File: src/verilog/fpcs_pkg.sv
// Purpose: shared constants and types of the fast clock synthesizer
// Assumes: hclk at 40 MHz; one hclk cycle models one eighth of an
//          oscillator period
// Notes:   byte offsets of the AHB-Lite register map
`default_nettype none
package fpcs_pkg;

  // ****************************************
  // timing
  // ****************************************
  localparam int CLK_MHZ = 40;
  localparam int SETTLE_US = 10;
  localparam int SETTLE_CYC = SETTLE_US * CLK_MHZ;
  localparam int STEPS_PER_VCO = 8;

  // ****************************************
  // ranges
  // ****************************************
  localparam int MAX_DIV = 32;
  localparam int SERDES_MAX_MULT = 30;
  localparam int SERDES_DIV = 1;
  localparam int VCO_MIN_MHZ = 300;
  localparam int VCO_MAX_MHZ = 1000;
  localparam int NUM_OUT = 3;

  // ****************************************
  // register offsets
  // ****************************************
  localparam logic [7:0] CTRL_OFS = 8'h00;
  localparam logic [7:0] MULT_OFS = 8'h04;
  localparam logic [7:0] DIV_R0_OFS = 8'h08;
  localparam logic [7:0] DIV_R1_OFS = 8'h0C;
  localparam logic [7:0] GOD_OFS = 8'h10;
  localparam logic [7:0] SHIFT_OFS = 8'h14;
  localparam logic [7:0] REF_MHZ_OFS = 8'h18;
  localparam logic [7:0] STATUS_OFS = 8'h1C;
  localparam logic [7:0] IRQ_STAT_OFS = 8'h20;
  localparam logic [7:0] IRQ_MASK_OFS = 8'h24;
  localparam logic [7:0] UNMAPPED = 8'hFF;

  // ****************************************
  // field positions and reset values
  // ****************************************
  localparam int CTRL_SERDES_BIT = 0;
  localparam int CTRL_CSHIFT_BIT = 1;
  localparam int CTRL_EXT_LSB = 2;
  localparam int SHIFT_R1_LSB = 8;
  localparam int SHIFT_G_LSB = 16;
  localparam int IRQ_GAIN = 0;
  localparam int IRQ_LOST = 1;
  localparam int IRQ_STOP = 2;
  localparam logic [5:0] MULT_RST = 6'h08;
  localparam logic [5:0] DIV_RST = 6'h01;
  localparam logic [9:0] REF_MHZ_RST = 10'h064;

  // lock sequencer states
  typedef enum logic [2:0] {
    ST_OFF = 3'b001,
    ST_ACQ = 3'b010,
    ST_LOCK = 3'b100
  } fpcs_state_t;

endpackage
`default_nettype wire

File: src/verilog/fpcs_div_if.sv
// Purpose: link between the sequencer and one post-scale divider
// Assumes: driven in the hclk domain
// Notes:   ctrl side sets up, div side returns the divided clock
`timescale 1ns/1ps
`default_nettype none
interface fpcs_div_if;
  logic [5:0] div;
  logic [7:0] shift;
  logic run;
  logic sync;
  logic clk_out;
  modport ctrl (output div, output shift, output run, output sync, input clk_out);
  modport div_end (input div, input shift, input run, input sync, output clk_out);
endinterface
`default_nettype wire

File: src/verilog/fpcs_post_div.sv
// Purpose: one post-scale divider with eighth-period phase offset
// Assumes: one hclk cycle is one eighth of an oscillator period
// Notes:   output is a registered square wave of 8*div cycles for div up to 32 (div 0 acts as 1); the 8-bit count wraps at 256 above 32
`timescale 1ns/1ps
`default_nettype none
module fpcs_post_div
  import fpcs_pkg::*;
(
  input wire logic hclk,
  input wire logic hresetn,
  fpcs_div_if.div_end port
);

  typedef struct packed {
    logic [7:0] cnt;
    logic out;
  } fpcs_pd_state_t;

  fpcs_pd_state_t s;
  fpcs_pd_state_t next_s;
  logic [5:0] eff;
  logic [8:0] period;
  logic [8:0] half;
  logic [8:0] start;

  // ****************************************
  // divider counter
  // ****************************************
  always_comb begin
    eff = (port.div == 6'h00) ? 6'h01 : port.div;
    period = {eff, 3'b000};
    half = {1'b0, eff, 2'b00};
    // offset in eighth steps; a shift of one output period or more gives no offset
    if ((port.shift == 8'h00) || ({1'b0, port.shift} >= period)) begin
      start = 9'h000;
    end else begin
      start = period - {1'b0, port.shift};
    end
    next_s = s;
    if (!port.run) begin
      next_s = '0;
    end else begin
      if (port.sync) begin
        next_s.cnt = start[7:0];
      end else if ({1'b0, s.cnt} >= period - 9'h001) begin
        next_s.cnt = 8'h00;
      end else begin
        next_s.cnt = s.cnt + 8'h01;
      end
      next_s.out = ({1'b0, next_s.cnt} < half);
    end
  end

  // state register
  always_ff @(posedge hclk or negedge hresetn) begin
    if (!hresetn) begin
      s <= '0;
    end else begin
      s <= next_s;
    end
  end

  assign port.clk_out = s.out;

endmodule // fpcs_post_div
`default_nettype wire

File: src/verilog/fpcs_top.sv
// Purpose: counter and control logic of a fast clock synthesizer
// Assumes: ref_clk_in, pll_enable and pll_areset synchronous to hclk
// Notes:   zero-wait AHB-Lite slave, response always OKAY
`timescale 1ns/1ps
`default_nettype none

module fpcs_top
  import fpcs_pkg::*;
#(
  parameter int SETTLE_CYCLES = SETTLE_CYC
)
(
  input wire logic hclk,
  input wire logic hresetn,
  input wire logic hsel,
  input wire logic [31:0] haddr,
  input wire logic [1:0] htrans,
  input wire logic hwrite,
  input wire logic [2:0] hsize,
  input wire logic [31:0] hwdata,
  input wire logic hready,
  output logic [31:0] hrdata,
  output logic hreadyout,
  output logic hresp,
  input wire logic ref_clk_in,
  input wire logic pll_enable,
  input wire logic pll_areset,
  output logic regional_clk_0,
  output logic regional_clk_1,
  output logic global_clk,
  output logic ext_clk_pin,
  output logic locked,
  output logic irq
);

  // ****************************************
  // parameter check
  // ****************************************
  if (SETTLE_CYCLES < 2 || SETTLE_CYCLES > 4095) begin : g_bad
    $error("SETTLE_CYCLES out of range");
  end

  // ****************************************
  // state
  // ****************************************
  typedef struct packed {
    fpcs_state_t st;
    logic serdes;
    logic cshift;
    logic [1:0] ext_sel;
    logic [5:0] mult;
    logic [5:0] div_r0;
    logic [5:0] div_r1;
    logic [5:0] global_output_divider;
    logic [7:0] sh0;
    logic [7:0] sh1;
    logic [7:0] sh2;
    logic [9:0] ref_mhz;
    logic [2:0] irq_stat;
    logic [2:0] irq_mask;
    logic [8:0] fb_cnt;
    logic [11:0] settle;
    logic [9:0] watch;
    logic ref_q;
    logic sync;
    logic ap_valid;
    logic ap_wr;
    logic [7:0] ap_addr;
    logic [31:0] rdata;
    logic ext_clk;
  } fpcs_top_state_t;

  fpcs_top_state_t s;
  fpcs_top_state_t next_s;
  logic run;
  logic ref_rise;
  logic aligned;
  logic cfg_ok;
  logic watch_to;
  logic [8:0] fb_per;
  logic [9:0] watch_lim;
  logic [15:0] vco_mhz;
  logic [2:0] ev;
  logic [2:0] clk_vec;
  logic [2:0][5:0] div_a;
  logic [2:0][7:0] sh_a;

  // ****************************************
  // configuration check
  // ****************************************
  function automatic logic in_range(input logic [5:0] v);
    in_range = (v != 6'h00) && (v <= 6'(MAX_DIV));
  endfunction

  // oscillator band and serializer limits
  always_comb begin
    vco_mhz = 16'(s.mult) * 16'(s.ref_mhz);
    cfg_ok = in_range(s.mult)
      && in_range(s.div_r0) && in_range(s.div_r1)
      && in_range(s.global_output_divider)
      && (vco_mhz >= 16'(VCO_MIN_MHZ))
      && (vco_mhz <= 16'(VCO_MAX_MHZ))
      && (!s.serdes || ((s.mult <= 6'(SERDES_MAX_MULT))
      && (s.div_r0 == 6'(SERDES_DIV))));
  end

  // ****************************************
  // register read mux
  // ****************************************
  function automatic logic [31:0] rd_mux(
    input fpcs_top_state_t x,
    input logic [7:0] a,
    input logic ok
  );
    rd_mux = 32'h0000_0000;
    if (a == CTRL_OFS) begin
      rd_mux[CTRL_SERDES_BIT] = x.serdes;
      rd_mux[CTRL_CSHIFT_BIT] = x.cshift;
      rd_mux[CTRL_EXT_LSB +: 2] = x.ext_sel;
    end else if (a == MULT_OFS) begin
      rd_mux[5:0] = x.mult;
    end else if (a == DIV_R0_OFS) begin
      rd_mux[5:0] = x.div_r0;
    end else if (a == DIV_R1_OFS) begin
      rd_mux[5:0] = x.div_r1;
    end else if (a == GOD_OFS) begin
      rd_mux[5:0] = x.global_output_divider;
    end else if (a == SHIFT_OFS) begin
      rd_mux[7:0] = x.sh0;
      rd_mux[SHIFT_R1_LSB +: 8] = x.sh1;
      rd_mux[SHIFT_G_LSB +: 8] = x.sh2;
    end else if (a == REF_MHZ_OFS) begin
      rd_mux[9:0] = x.ref_mhz;
    end else if (a == STATUS_OFS) begin
      rd_mux[0] = (x.st == ST_LOCK);
      rd_mux[1] = ok;
      rd_mux[2] = (x.st == ST_ACQ);
    end else if (a == IRQ_STAT_OFS) begin
      rd_mux[2:0] = x.irq_stat;
    end else if (a == IRQ_MASK_OFS) begin
      rd_mux[2:0] = x.irq_mask;
    end
  endfunction

  // ****************************************
  // next-state logic
  // ****************************************
  always_comb begin
    next_s = s;
    ev = 3'b000;
    run = pll_enable && !pll_areset;
    ref_rise = ref_clk_in && !s.ref_q;
    fb_per = {s.mult, 3'b000};
    watch_lim = {fb_per, 1'b0};
    aligned = (s.fb_cnt == fb_per - 9'h001);
    watch_to = (s.watch >= watch_lim);
    next_s.ref_q = ref_clk_in;
    next_s.sync = 1'b0;

    // bus data phase: register writes
    if (s.ap_valid && s.ap_wr) begin
      if (s.ap_addr == CTRL_OFS) begin
        next_s.serdes = hwdata[CTRL_SERDES_BIT];
        next_s.cshift = hwdata[CTRL_CSHIFT_BIT];
        next_s.ext_sel = hwdata[CTRL_EXT_LSB +: 2];
      end else if (s.ap_addr == MULT_OFS) begin
        next_s.mult = hwdata[5:0];
      end else if (s.ap_addr == DIV_R0_OFS) begin
        next_s.div_r0 = hwdata[5:0];
      end else if (s.ap_addr == DIV_R1_OFS) begin
        next_s.div_r1 = hwdata[5:0];
      end else if (s.ap_addr == GOD_OFS) begin
        next_s.global_output_divider = hwdata[5:0];
      end else if (s.ap_addr == SHIFT_OFS) begin
        next_s.sh0 = hwdata[7:0];
        next_s.sh1 = hwdata[SHIFT_R1_LSB +: 8];
        next_s.sh2 = hwdata[SHIFT_G_LSB +: 8];
      end else if (s.ap_addr == REF_MHZ_OFS) begin
        next_s.ref_mhz = hwdata[9:0];
      end else if (s.ap_addr == IRQ_STAT_OFS) begin
        next_s.irq_stat = s.irq_stat & ~hwdata[2:0];
      end else if (s.ap_addr == IRQ_MASK_OFS) begin
        next_s.irq_mask = hwdata[2:0];
      end
    end

    // feedback counter and lock sequencer
    if (!run) begin
      // disable or reset: counters clear, lock drops at once
      next_s.st = ST_OFF;
      next_s.fb_cnt = 9'h000;
      next_s.settle = 12'h000;
      next_s.watch = 10'h000;
      if (s.st == ST_LOCK) begin
        ev[IRQ_LOST] = 1'b1;
      end
    end else begin
      // feedback divides the oscillator by the multiply value
      if (s.fb_cnt >= fb_per - 9'h001) begin
        next_s.fb_cnt = 9'h000;
      end else begin
        next_s.fb_cnt = s.fb_cnt + 9'h001;
      end
      // reference watchdog
      if (ref_rise) begin
        next_s.watch = 10'h000;
      end else if (!watch_to) begin
        next_s.watch = s.watch + 10'h001;
      end
      // misaligned edge: pull feedback and outputs onto it
      if (ref_rise && !aligned) begin
        next_s.fb_cnt = 9'h000;
        next_s.sync = 1'b1;
      end
      case (s.st)
        ST_OFF: begin
          // leaving reset or disable: resynchronize
          next_s.st = ST_ACQ;
          next_s.settle = 12'h000;
          next_s.sync = 1'b1;
        end
        ST_ACQ: begin
          if ((ref_rise && !aligned) || !cfg_ok || watch_to) begin
            next_s.settle = 12'h000;
          end else if (s.settle == 12'(SETTLE_CYCLES - 1)) begin
            next_s.st = ST_LOCK;
            ev[IRQ_GAIN] = 1'b1;
          end else begin
            next_s.settle = s.settle + 12'h001;
          end
        end
        ST_LOCK: begin
          if ((ref_rise && !aligned) || !cfg_ok || watch_to) begin
            next_s.st = ST_ACQ;
            next_s.settle = 12'h000;
            ev[IRQ_LOST] = 1'b1;
            ev[IRQ_STOP] = watch_to;
          end
        end
        default: begin
          next_s.st = ST_OFF;
        end
      endcase
    end
    // sticky events, set wins over clear
    next_s.irq_stat = next_s.irq_stat | ev;
    // external pin routing from any output
    case (s.ext_sel)
      2'd0: next_s.ext_clk = clk_vec[0];
      2'd1: next_s.ext_clk = clk_vec[1];
      2'd2: next_s.ext_clk = clk_vec[2];
      default: next_s.ext_clk = 1'b0;
    endcase
    // bus address phase
    next_s.ap_valid = hsel && hready && htrans[1];
    next_s.ap_wr = hwrite;
    next_s.ap_addr = (haddr[31:8] == 24'h00_0000) ? haddr[7:0] : UNMAPPED;
    if (hsel && hready && htrans[1] && !hwrite) begin
      next_s.rdata = rd_mux(next_s, next_s.ap_addr, cfg_ok);
    end
  end

  // state register
  always_ff @(posedge hclk or negedge hresetn) begin
    if (!hresetn) begin
      s <= '{st: ST_OFF, mult: MULT_RST, div_r0: DIV_RST,
             div_r1: DIV_RST, global_output_divider: DIV_RST,
             ref_mhz: REF_MHZ_RST, default: '0};
    end else begin
      s <= next_s;
    end
  end

  // ****************************************
  // post-scale dividers
  // ****************************************
  assign div_a[0] = s.div_r0;
  assign div_a[1] = s.div_r1;
  assign div_a[2] = s.global_output_divider;
  // common shift copies the first output's setting
  assign sh_a[0] = s.sh0;
  assign sh_a[1] = s.cshift ? s.sh0 : s.sh1;
  assign sh_a[2] = s.cshift ? s.sh0 : s.sh2;

  generate
    for (genvar i = 0; i < NUM_OUT; i++) begin : g_out
      fpcs_div_if dif ();
      assign dif.div = div_a[i];
      assign dif.shift = sh_a[i];
      assign dif.run = run;
      assign dif.sync = s.sync;
      assign clk_vec[i] = dif.clk_out;
      fpcs_post_div u_div (
        .hclk(hclk),
        .hresetn(hresetn),
        .port(dif.div_end)
      );
    end
  endgenerate

  // ****************************************
  // outputs
  // ****************************************
  assign regional_clk_0 = clk_vec[0];
  assign regional_clk_1 = clk_vec[1];
  assign global_clk = clk_vec[2];
  assign ext_clk_pin = s.ext_clk;
  assign locked = (s.st == ST_LOCK);
  assign irq = |(s.irq_stat & s.irq_mask);
  assign hrdata = s.rdata;
  assign hreadyout = 1'b1;
  assign hresp = 1'b0;
endmodule // fpcs_top
`default_nettype wire

File: config.mk
export PLATFORM = sky130hd
export DESIGN_NAME = fpcs_top
export DESIGN_NICKNAME = d
export VERILOG_FILES = /design/src/verilog/fpcs_pkg.sv /design/src/verilog/fpcs_div_if.sv /design/src/verilog/fpcs_post_div.sv /design/src/verilog/fpcs_top.sv
export SDC_FILE = /design/constraint.sdc
export NUM_CORES = 1
export LEC_CHECK = 0
export BUFFER_PORTS_ARGS = -buffer_cell sky130_fd_sc_hd__buf_4
export CORE_MARGIN = 2
export CORE_UTILIZATION = 40
export CTS_CLUSTER_DIAMETER = 200
export CTS_CLUSTER_SIZE = 28
export DETAILED_ROUTE_END_ITERATION = 8
export PLACE_DENSITY_LB_ADDON = 0.15
export SLEW_MARGIN = 20
export SYNTH_ARGS = -nofsm -noshare
export SYNTH_HDL_FRONTEND = slang
export SYNTH_SLANG_ARGS = --single-unit
File: constraint.sdc
create_clock -name hclk -period 15.1 [get_ports hclk]
set_clock_uncertainty 0.2 [all_clocks]
set_input_delay 1.51 -clock hclk [delete_from_list [all_inputs] [get_ports hclk]]
set_output_delay 1.51 -clock hclk [all_outputs]
set_load 0.1 [all_outputs]
Word-level counts from Yosys, hierarchy flattened. Cells that the tools add are included.

Bits in registers: 166. Input bits: 77.

Bitwise gates (word level): 4. Order comparisons: 18. Equality and inequality tests: 31. Add/sub/neg operators: 13. Mux-type cells: 83. Multiply operators: 1. Reductions and logical operators: 46.

Operators with widths (number): 2-to-1 mux 8 bit (15); 2-to-1 mux 18 bit (4); 2-to-1 mux 6 bit (12); 2-to-1 mux 68 bit (1); 2-to-1 mux 64 bit (1); 2-to-1 mux 58 bit (1); == test 8 x 5 -> 1 bit (second input constant) (7); greater-or-equal comparator 8 x 9 -> 1 bit (6); 2-to-1 mux 52 bit (1); 2-to-1 mux 46 bit (1); 2-to-1 mux 9 bit (5); zero test 8 bit (5); 2-to-1 mux 10 bit (4); 2-to-1 mux 40 bit (1); 2-to-1 mux 12 bit (3); one-hot mux 12 bit (3 select lines) (1); subtractor 9 x 1 -> 9 bit (second input constant) (4); 2-to-1 mux 3 bit (11); == test 8 x 4 -> 1 bit (second input constant) (4); == test 8 x 6 -> 1 bit (second input constant) (4); 2-to-1 mux 31 bit (1); adder 8 x 1 -> 8 bit (second input constant) (3); <= comparator 6 bit (second input constant) (4); zero test 24 bit (1); other kinds (43) (96).

Logic depth before layout (Yosys ltp). Gate-level depths: netlist of run 1.

Word-level depth: 24. Depth in mapped cells: 19. Gate-level depth less buffers: 19.

Modules after synthesis. A second synthesis of run 1 with hierarchy kept.

Cell total of the unflattened synthesis: 1508. Area total of the unflattened synthesis: 13387.8 um^2.

By module, submodules not included: fpcs_top (area each 9620.5 um^2, times used 1, cells an instance 1054); fpcs_post_div (g_out[1].u_div ...) (area each 1231.2 um^2, times used 2, cells an instance 151); fpcs_post_div (g_out[0].u_div) (area each 1305.0 um^2, times used 1, cells an instance 152).

Worst setup path after synthesis of run 1. Ideal clock, no wire load.

Path kind: reg-to-reg. Start: register s, in the netlist fb_per[6]. End: register s[59] (netlist name). Required time: 14.836 ns. Path slack: 10.069 ns. Cell stages (with the launch flop): 19. Setup time: 0.064 ns. Data arrival time: 4.767 ns. Path through: dfstp_2 clkbuf_1 and2_1 fa_1 fa_1 inv_1 fa_1 inv_1 ha_1 clkbuf_1 a21o_1 a2111o_1 o221ai_1 a211o_1 nand4b_1 nor3_4 a31o_4 buf_6 a21o_1.

Word-level cells in the longest chain between the ends: 14. Elaborated cells on any way between the ends: 29.

Ends and longest elaborated chain: start, declared (line fpcs_top.sv:73) `fpcs_top_state_t s;`; start signal, assigned (line fpcs_top.sv:266) `s <= '{st: ST_OFF, mult: MULT_RST, div_r0: DIV_RST,`; start signal, assigned (line fpcs_top.sv:270) `s <= next_s;`; branches (longest 10 deep; another with multiplier 6 x 10 -> 16 bit); logical OR 1 bit * (line fpcs_top.sv:223, fpcs_top.sv:233); 2-to-1 mux 12 bit (line fpcs_top.sv:223) `if ((ref_rise && !aligned) || !cfg_ok || watch_to) begin`; one-hot mux 12 bit (3 select lines) (line fpcs_top.sv:215) `case (s.st)`; 2-to-1 mux 31 bit (line fpcs_top.sv:188) `if (!run) begin`.

Mark *: on every way between the ends. A chain may end at the register's enable or synchronous reset.

Final worst setup path of run 1.
Start: register s, in the netlist fb_per[3]. End: register s[58] (netlist name).

The elaborated chain is that of the path after synthesis.

==> flow_summary.json, run 1 <==
{
  "syn_to_final_growth_pct": 11.32,
  "setup_viol": 0,
  "htree_levels": 4,
  "multi_input_area_mm2": 0.008064,
  "power.leakage_nw": 6.822,
  "drc_errors": 0,
  "combPwrFrac": 0.322,
  "root_buffer": "clkbuf_16",
  "synth_top_family_by_area": "simple AND/OR/NAND/NOR gates",
  "grt.total_usage": 0.2181,
  "ff_latch_area_mm2": 0.004164,
  "antenna_found_initial": 0,
  "cts_made_buffers": 17,
  "crit_required_ns": 15.28,
  "coreArea_mm2": 0.03237,
  "cts_resized": 0,
  "gp_congestion": 0.8547,
  "syn_area_mm2": 0.01309,
  "r2r_end": "s[58]$_DFFE_PN0P_",
  "ant_nets": 0,
  "period_minus_slack_ns": 5.564,
  "synth_cell_types": 87,
  "grt_overflow": 0,
  "drive_gt1_frac": 0.1498,
  "synth.top_cell.area_share": 0.3020,
  "slew_violations": 0,
  "die_area_mm2": 0.03419,
  "rows": 66,
  "reg2reg_depth": 15,
  "synth.largest_area_cell": "dfrtp_1",
  "cp.arrival_ns": 5.74,
  "hold_buffers": 0,
  "ys_seq_elements": 166,
  "clkSinkCount": 166,
  "antennaDiodeCount": 0,
  "yosys_warnings": 0,
  "fmax_mhz": 179.7,
  "vias": 10530,
  "yosysSeqAreaShare": 0.3181,
  "grt_pass1_vias": 10600,
  "synth_compound_area_frac": 0.1545,
  "cpPeakStageDelay_ns": 0.76,
  "critical_path.cell_chain": "and2_1 > fa_1 > inv_1 > fa_1 > fa_1 > inv_1 > ha_1 > a211oi_1 > o21ai_0 > a41oi_1 > mux2i_1 > nand4b_1 > nor4_4 > o21ai_0 > a21bo_1",
  "synthAdderAreaFrac": 0.1508,
  "slowest_stage": "dfrtp_1",
  "critPathKind": "register to register",
  "avgSynthCellArea_um2": 9.239,
  "cpMostUsedCell": "fa_1",
  "clockPowerShare": 0.327,
  "muxShareOfSynthArea": 0.05792,
  "dp_hpwl_mm": 27.06,
  "tritoncts": "built",
  "start_kind": "register",
  "vias_per_cell": 5.509,
  "rrSetupSlack_ns": 9.54,
  "worst_setup_path_end_kind": "register",
  "fin_crit_sh": 0.3685,
  "path_clk_slew_ns": 0.06,
  "clock_path_buffers": 2,
  "timing.final.hold_violations": 0,
  "start_util": 0.4044,
  "finalSetupTns_ns": 0,
  "routed_wl_mm": 35.64,
  "worst_pin_slew_ns": 1.084,
  "holdPathEnd": "s[67]$_DFF_PN0_",
  "postCtsSetupBuffers": 0,
  "drv_cap": 0,
  "synthCells": 1417,
  "fin_nets": 1673,
  "fin_util": 0.4502,
  "ir_drop_mv": 0.07867,
  "hold_path.class": "register to register",
  "synth_area_leaders": "dfrtp_1 (30%), ha_1 (10%), fa_1 (5.0%), mux2_2 (4.0%), and2_1 (3.3%)",
  "async_reset_ff_frac": 1.000,
  "fillers": 3242,
  "synth_flop_cell": "dfrtp_1",
  "seqPwrFrac": 0.351,
  "intPower_w": 0.0008780,
  "rsz0062_at_grt": "false",
  "slew_headroom": 0.2705,
  "die_x_um": 184.9,
  "dr.pass1.iters": 5,
  "cp_max_fo": 16,
  "netSwitchingPower_w": 0.0004737,
  "numPortBuffers": 94,
  "grt_pass1_wl_mm": 58.12,
  "worstHoldStart": "s[67]$_DFF_PN0_",
  "p_per_area_mw_per_mm2": 92.76,
  "drtIter0Drc": 607,
  "status": "finished, final reports clean",
  "wl_per_cell_um": 18.65,
  "design.portCount": 117,
  "r2r-start": "fb_per[3]$_DFF_PN0_",
  "synth-simple-area-share": 0.2063,
  "hold_depth": 1,
  "die-height_um": 184.9,
  "swShare": 0.3504,
  "synth_edf_count": 0,
  "grt_max_degree": 96,
  "synth_xor_xnor_area_share": 0.04215,
  "clk_latency_ns": 0.43
}
-- worst max path at each step --
stage / from / endpoint / slack, ns / cells past startpoint
2_1_floorplan: fb_per[6]$_DFF_PN1_ / s[59]$_DFFE_PN0P_ / 10.07 / 18
3_3_place_gp: fb_per[6]$_DFF_PN1_ / s[60]$_DFFE_PN0P_ / 9.47 / 15
3_5_place_dp: fb_per[5]$_DFF_PN0_ / s[60]$_DFFE_PN0P_ / 9.48 / 15
4_1_cts: fb_per[5]$_DFF_PN0_ / s[60]$_DFFE_PN0P_ / 9.46 / 15
5_1_grt: fb_per[8]$_DFF_PN0_ / s[62]$_DFFE_PN0P_ / 9.04 / 16
6_report: fb_per[3]$_DFF_PN0_ / s[58]$_DFFE_PN0P_ / 9.54 / 15
-- worst max-delay path: cells and delay by family (launching register included) --
family / cells / cell delay, ns
AO/OA/AOI/OAI: 5 / 1.33
buffers and inverters: 2 / 0.13
adder cells (fa/ha/maj): 4 / 1.66
AND/OR/NAND/NOR: 3 / 1.13
multiplexers: 1 / 0.30
flip-flops: 1 / 0.76
-- state kept, by name, indices dropped and copies added, names as in the netlist --
signal / cells
g_out.u_div.s: 24
g_out.dif.sync: 1
hrdata: 24
s: 81
g_out.dif.div: 18
g_out.u_div.port.clk_out: 3
fb_per: 6
g_out.dif.shift: 8
ext_clk_pin: 1
-- final cells by class --
type | instances | share of cell area
multi-input combinational | 1054 | 0.5534
sequential | 166 | 0.2857
timing repair buffer | 105 | 0.05435
tap | 442 | 0.03795
clock buffer | 22 | 0.03048
inverter | 114 | 0.02936
clock inverter | 8 | 0.008758
-- cells in the mapped netlist, types with 8 or more instances --
cell type and number:
dfrtp_1 158, inv_1 113, ha_1 105, nand2_1 97, and2_1 70, a21oi_1 64, nand3_1 57, nor2_1 57
o21ai_0 54, clkbuf_1 49, mux2_2 46, xnor2_1 40, buf_4 34, fa_1 33, nor3_1 32, nor4_1 28
mux2i_1 24, xor2_1 23, nor2b_1 21, a21o_1 19, nand4_1 19, or3_1 18, nand2b_1 17, and3_1 15
a41o_1 14, or2_2 14, o21a_1 13, o21bai_1 11, a22oi_1 8, a31oi_1 8, dfstp_2 8
-- logic make-up after synthesis --
| group | Yosys count |
|---|---|
| xor+xnor | 63 |
| flops | 166 |
| other cells | 2 |
| simple gates | 487 |
| compound gates | 286 |
| buf+inv | 205 |
| mux | 70 |
| fa+ha+maj | 138 |
-- per-layer routing --
| layer | track usage | wire length, um | up-vias |
|---|---|---|---|
| li1 | - | - | 5082 |
| met1 | 0.3016 | 17030 | 5177 |
| met2 | 0.3555 | 16410 | 225 |
| met3 | 0.02949 | 1463 | 43 |
| met4 | 0.06508 | 730 | 0 |
| met5 | 0 | 0 | - |
-- cell usage in the layout (no fill, tap or decap), types with 10 or more instances in the layout --
cell type	instances
a21o_1	19
fa_1	33
a21oi_1	64
or2_2	14
mux2_2	46
xor2_1	23
nand4_1	19
nor4_1	28
buf_4	104
xnor2_1	40
or3_1	18
dfrtp_1	158
o21a_1	13
and3_1	15
conb_1	10
a41o_1	14
nor2b_1	20
o21bai_1	11
and2_1	70
o21ai_0	54
ha_1	105
nand2_1	97
nand3_1	57
clkbuf_16	17
nor2_1	57
inv_1	113
mux2i_1	24
nand2b_1	17
nor3_1	31
-- power groups by stage --
stage | Clock [W] | Sequential (W) | Combinational, W
6_report | 0.000442 | 0.000475 | 0.000435
5_1_grt | 0.000470 | 0.000476 | 0.000490
4_1_cts | 0.000452 | 0.000475 | 0.000437
3_5_place_dp | 0 | 0.000483 | 0.000435
3_3_place_gp | 0 | 0.000483 | 0.000428
2_1_floorplan | 0 | 0.000478 | 0.000331
-- per-stage QoR --
step | setup slack [ns] | instances | hold WS, ns | total power [W] | area, um2
final | 9.536 | 1911 | 0.2790 | 0.001352 | 14570
after detailed placement | 9.479 | 1881 | 0.2738 | 0.0009180 | 14000
after global routing | 9.043 | 1911 | 0.3033 | 0.001435 | 14570
after CTS | 9.465 | 1911 | 0.2827 | 0.001363 | 14570
after floorplan | 10.07 | 1425 | 0.2436 | 0.0008088 | 13120
after global placement | 9.474 | 1881 | 0.2617 | 0.0009110 | 14000
No activity file was read; power rests on OpenSTA's default activity.
==> run 2: changes to the inputs <==
Clock period 15.1 ns to 4.6 ns, I/O delays scaled along.
==> run 2 against run 1 <==
Against the previous run:
- the run now ends with negative setup slack left
- cell area rose by 10%
- combinational power grew to 5.1 times the previous value
- first-iteration DRC count is 5.4% higher
- core utilization is 4.7 points higher
- maximum frequency is 12% higher
- sequential share of layout area down 2.7 points
- die area unchanged
- non-clock buffer count increased by 131
- clock-buffer cell count down 3
- sequential cell count stayed put
- register-to-register slack worse by 9.9 ns
- cell count up 7.0%
- critical endpoint unchanged
==> flow_summary.json, run 2 (synthesis gave the netlist of run 1 again) <==
{
  "status": "finished, violations left",
  "violations": "negative setup slack",
  "final_cell_mix": "buf_4 (221), dfrtp_1 (155), inv_1 (108)",
  "ir_drop_mv": 0.2014,
  "dpl.cell_count": 1982,
  "gp_congestion": 0.9040,
  "drv_cap": 0,
  "rows": 66,
  "final_cells": 2045,
  "multi_input_area_mm2": 0.008512,
  "drc_errors": 0,
  "busiest_layer": "met2",
  "tritoncts": "built",
  "antennaDiodeCount": 0,
  "cp.arrival_ns": 5.12,
  "root_buffer": "clkbuf_16",
  "grt_pass1_wl_mm": 61.03,
  "largest_reg_flops": 81,
  "die_area_mm2": 0.03419,
  "fin_nets": 1805,
  "slew_violations": 0,
  "htree_levels": 4,
  "grt_overflow": 0,
  "design.portCount": 117,
  "r2r-start": "s[88]$_DFF_PN1_",
  "met1_usage": 0.3180,
  "die-height_um": 184.9,
  "top_register": "s",
  "start_util": 0.4044,
  "fmax_mhz": 202.2,
  "syn_to_final_growth_pct": 22.91,
  "power.leakage_nw": 7.569,
  "drive_gt1_frac": 0.2639,
  "vias_per_cell": 5.407,
  "grt.total_usage": 0.2283,
  "layout_setup_ws_ns": -0.3459,
  "rsz0062_at_grt": "true",
  "clock_path_buffers": 2,
  "fin_crit_sh": 1.075,
  "dp_hpwl_mm": 28.87,
  "worst_pin_slew_ns": 0.9956,
  "fillers": 3073,
  "vias": 11060,
  "crit_required_ns": 4.77,
  "clkSinkCount": 166,
  "coreArea_mm2": 0.03237,
  "numPortBuffers": 94,
  "grt_max_degree": 102,
  "grt_use_met2": 0.3687,
  "slew_headroom": 0.3363,
  "dr.pass1.iters": 5,
  "ff_latch_area_mm2": 0.004168,
  "antenna_found_initial": 1,
  "path_clk_slew_ns": 0.07,
  "cp_max_fo": 5,
  "die_x_um": 184.9,
  "drtIter0Drc": 640,
  "finalSetupTns_ns": -4.909,
  "grt_pass1_vias": 11210,
  "routed_wl_mm": 37.61,
  "met3_usage": 0.02851,
  "worstHoldStart": "haddr[0]",
  "critPathKind": "register to register",
  "timing.final.hold_violations": 0,
  "setup_viol": 18,
  "start_kind": "register",
  "fin_area_mm2": 0.01609,
  "fin_util": 0.4971,
  "mostFrequentLayoutCell": "buf_4",
  "worst_setup_path_end_kind": "register",
  "period_minus_slack_ns": 4.946,
  "clk_latency_ns": 0.44,
  "wl_per_cell_um": 18.39,
  "power.total_w": 0.005271,
  "ant_nets": 0,
  "startpoint": "s[88]$_DFF_PN1_",
  "post_dp_cell_area_mm2": 0.01482,
  "cts_made_buffers": 17,
  "p_per_area_mw_per_mm2": 327.6,
  "hold_path.class": "input pin to register"
}
[run 2: cell types whose count changed in the layout (fill, tap and decap cells not counted), moves of 7 or more]
cell,change
and2_1,-11
and2_4,+11
buf_4,+117
buf_6,+10
ha_1,-7
ha_4,+7
o21ai_0,-10
[run 2: timing repair]
| action | CTS | global route |
|---|---|---|
| resized for setup | 72 | 23 |
| endpoints found under the hold margin | 83 | 0 |
| setup buffers | 21 | 6 |
| endpoints found under the setup margin | 19 | 21 |
| hold buffers | 3 | 0 |
| pin swaps | 42 | 19 |
| cloned | 2 | 0 |
[run 2: area by class of cell]
cell class | instances | area share
sequential | 166 | 0.2590
multi-input combinational | 1055 | 0.5290
inverter | 114 | 0.02659
timing repair buffer | 236 | 0.1139
clock inverter | 13 | 0.008942
tap | 442 | 0.03437
clock buffer | 19 | 0.02815
[run 2: worst paths after layout]
path                                     end  slack (ns)  cells after the start
min in group asynchronous  s[62]$_DFFE_PN0P_        0.48                      2
max in group asynchronous    s[84]$_DFF_PN1_        2.59                      3
setup reg to reg           s[58]$_DFFE_PN0P_       -0.35                     18
hold / removal               s[33]$_DFF_PN0_        0.05                      2
setup / recovery           s[58]$_DFFE_PN0P_       -0.35                     18
hold reg to reg              s[67]$_DFF_PN0_        0.28                      1
[run 2: power breakdown]
group          leakage [nW]  internal [W]  switching [W]  total [W]
registers              2.06       0.00150      0.0000458    0.00155
logic                  5.22       0.00105        0.00119    0.00224
clock network         0.283      0.000835       0.000650    0.00149
total                  7.57       0.00339        0.00188    0.00527
[run 2: worst max-delay path: stages (launching register included)]
cell	delay [ns]
dfstp_2	0.59
buf_6	0.12
and2_4	0.13
fa_1	0.42
fa_1	0.51
inv_1	0.05
fa_1	0.49
inv_2	0.05
ha_4	0.29
o21ai_4	0.07
or4b_4	0.50
o311ai_4	0.09
o21a_1	0.22
o2111ai_4	0.17
buf_6	0.17
nor4_4	0.39
buf_4	0.21
o21ai_1	0.05
a21bo_1	0.16
[run 2: layer usage]
metal,up-vias,wire length [um]
li1,5373,-
met1,5407,18070
met2,235,17360
met3,43,1248
met4,0,937
met5,-,0
[run 2: metrics by stage]
step	worst slack, ns	hold slack, ns
final	-0.3459	0.04689
after floorplan	-0.1540	-0.03559
after global placement	-0.7409	0.2675
after global routing	-0.5113	0.04067
after detailed placement	-0.8230	0.2768
after CTS	-0.3405	0.02414
==> run 3: changes to the inputs <==
Settings changed: CELL_PAD_IN_SITES_DETAIL_PLACEMENT set to 1, CELL_PAD_IN_SITES_GLOBAL_PLACEMENT set to 2, CORE_UTILIZATION 40 to 39.
Clock period 4.6 ns to 4.9 ns, I/O delays scaled along.
==> run 3 against run 2 <==
Against the previous run:
- the run still ends with negative setup slack left
- largest cell class unchanged
- cell area is 1.0% lower
- worst setup slack gained 0.24 ns
- register-to-register slack better by 0.24 ns
- first-iteration DRC count is 29% lower
- sequential power fell by 6%
- sequential cell count unchanged
- non-clock buffer count is 19 lower
- critical path type unchanged
- cell count down 0.64%
- maximum frequency down 1.2%
- core utilization down 1.8 points
- critical endpoint is now s[65]$_DFFE_PN0P_
- worst hold slack gained 0.031 ns
==> flow_summary.json, run 3 (synthesis gave the netlist of run 1 again) <==
{
  "status": "finished, violations left",
  "violations": "negative setup slack",
  "final_cell_mix": "buf_4 (198), dfrtp_1 (156), inv_1 (109)",
  "grt_pass1_wl_mm": 66.10,
  "netSwitchingPower_w": 0.001796,
  "ir_drop_mv": 0.2718,
  "dp_hpwl_mm": 31.57,
  "gp_congestion": 0.8332,
  "clk_latency_ns": 0.44,
  "grt_pass1_vias": 11910,
  "reg2reg_depth": 18,
  "final_cells": 2032,
  "root_buffer": "clkbuf_16",
  "numPortBuffers": 94,
  "drc_errors": 0,
  "crit_buf_inv": 6,
  "grt.total_usage": 0.2372,
  "drtIter0Drc": 454,
  "worst_setup_path_end_kind": "register",
  "antennaDiodeCount": 0,
  "routed_wl_mm": 40.73,
  "slew_violations": 0,
  "die_x_um": 187.2,
  "tritoncts": "built",
  "mostFrequentLayoutCell": "buf_4",
  "seqPwrFrac": 0.291,
  "path_clk_slew_ns": 0.07,
  "grt_max_degree": 118,
  "rows": 67,
  "top_register": "s",
  "p_per_area_mw_per_mm2": 315.2,
  "worstHoldStart": "haddr[4]",
  "cpPeakStageDelay_ns": 0.64,
  "path_depth": 18,
  "slew_headroom": 0.4246,
  "fmax_mhz": 199.7,
  "wl_per_cell_um": 20.05,
  "dr.pass1.iters": 5,
  "swShare": 0.3577,
  "intPower_w": 0.003225,
  "largest_reg_flops": 81,
  "r2r-start": "s[88]$_DFF_PN1_",
  "start_util": 0.3934,
  "slowest_stage": "dfstp_2",
  "combPwrFrac": 0.428,
  "worst_pin_slew_ns": 0.8552,
  "start_kind": "register",
  "cp.arrival_ns": 5.18,
  "drive_gt1_frac": 0.2468,
  "design.portCount": 117,
  "critPathKind": "register to register",
  "timing.final.hold_violations": 0,
  "fin_nets": 1786,
  "grt_overflow": 0,
  "hold_depth": 2,
  "layout_setup_ws_ns": -0.1071,
  "htree_levels": 4,
  "setup_viol": 17,
  "drv_cap": 0,
  "antenna_found_initial": 0,
  "coreArea_mm2": 0.03328,
  "rrSetupSlack_ns": -0.11,
  "fin_util": 0.4786,
  "rsz0062_at_grt": "true",
  "crit_required_ns": 5.07,
  "cp_max_fo": 5,
  "vias_per_cell": 5.452,
  "r2r_end": "s[65]$_DFFE_PN0P_",
  "clkSinkCount": 166,
  "ant_nets": 0,
  "period_minus_slack_ns": 5.007,
  "fin_crit_sh": 1.022,
  "vias": 11080,
  "cts_made_buffers": 17,
  "dpl.cell_count": 1981,
  "die-height_um": 187.2,
  "clockPowerShare": 0.282,
  "holdPathEnd": "s[37]$_DFF_PN0_",
  "die_area_mm2": 0.03505,
  "power.leakage_nw": 7.468,
  "hold_path.class": "input pin to register",
  "path_delay_family": "adder cells",
  "clock_path_buffers": 2,
  "critical_path.cell_chain": "buf_6 > and2_1 > fa_1 > fa_1 > inv_1 > fa_1 > inv_1 > ha_4 > o21ai_1 > buf_4 > o21a_1 > a211oi_2 > buf_4 > o2111ai_4 > nor4_4 > buf_4 > a21boi_2 > a21o_1",
  "syn_to_final_growth_pct": 21.67
}
[run 3: cell types whose count changed in the layout (fill, tap and decap cells not counted), sizes merged]
cell / before / now
buf: 233 / 214
clkinvlp: 4 / 2
clkinv: 4 / 5
clkbuf: 19 / 20
[run 3: power groups by stage]
stage          Combinational, W  Sequential (W)  Clock [W]
5_1_grt                 0.00234         0.00146    0.00149
4_1_cts                 0.00204         0.00146    0.00145
3_3_place_gp            0.00169         0.00148          0
3_5_place_dp            0.00172         0.00148          0
2_1_floorplan           0.00104         0.00147          0
6_report                0.00215         0.00146    0.00141
[run 3: worst max-delay path by stage]
stage                   startpoint                end  slack [ns]
2_1_floorplan  fb_per[6]$_DFF_PN1_  s[64]$_DFFE_PN0P_       0.002
3_3_place_gp       s[88]$_DFF_PN1_  s[56]$_DFFE_PN0P_       -0.38
3_5_place_dp       s[88]$_DFF_PN1_  s[56]$_DFFE_PN0P_       -0.51
4_1_cts            s[88]$_DFF_PN1_  s[56]$_DFFE_PN0P_       -0.07
5_1_grt            s[88]$_DFF_PN1_  s[59]$_DFFE_PN0P_       -0.26
6_report           s[88]$_DFF_PN1_  s[65]$_DFFE_PN0P_       -0.11
[run 3: through the flow]
step / power [W] / setup TNS, ns / worst slack, ns / area, um2 / hold WS (ns)
after global routing: 0.005295 / -3.926 / -0.2600 / 15930 / 0.08831
final: 0.005021 / -1.300 / -0.1071 / 15930 / 0.07744
after detailed placement: 0.003205 / -7.288 / -0.5070 / 14720 / 0.2801
after CTS: 0.004941 / -0.2982 / -0.07411 / 15770 / 0.06568
after floorplan: 0.002509 / 0 / 0.002246 / 13150 / -0.005591
after global placement: 0.003170 / -5.870 / -0.3848 / 14720 / 0.2603
[run 3: cell type report]
| cell class | instances | area, um2 |
|---|---|---|
| clock buffers | 20 | 466.7 |
| clock inverters | 12 | 141.4 |
| fillers | 3818 | 17350 |
| inverters | 114 | 427.9 |
| multi-input cells | 1055 | 8429 |
| flip-flops and latches | 166 | 4167 |
| well taps | 448 | 560.5 |
| repair buffers | 217 | 1735 |
[run 3: metal layers]
layer,routed length [um],global-route usage
met5,0,0
met4,566,0.05006
met3,1215,0.02758
met1,19390,0.3255
met2,19570,0.4033
[run 3: repair_timing]
action                                  in CTS  in global routing
hold buffers                                 3                  0
cloned                                       1                  1
endpoints found under the setup margin      19                 19
gates resized for setup                     62                 31
hold endpoints to repair                    48                  0
pin swaps                                   33                  8
setup buffers                               11                  3
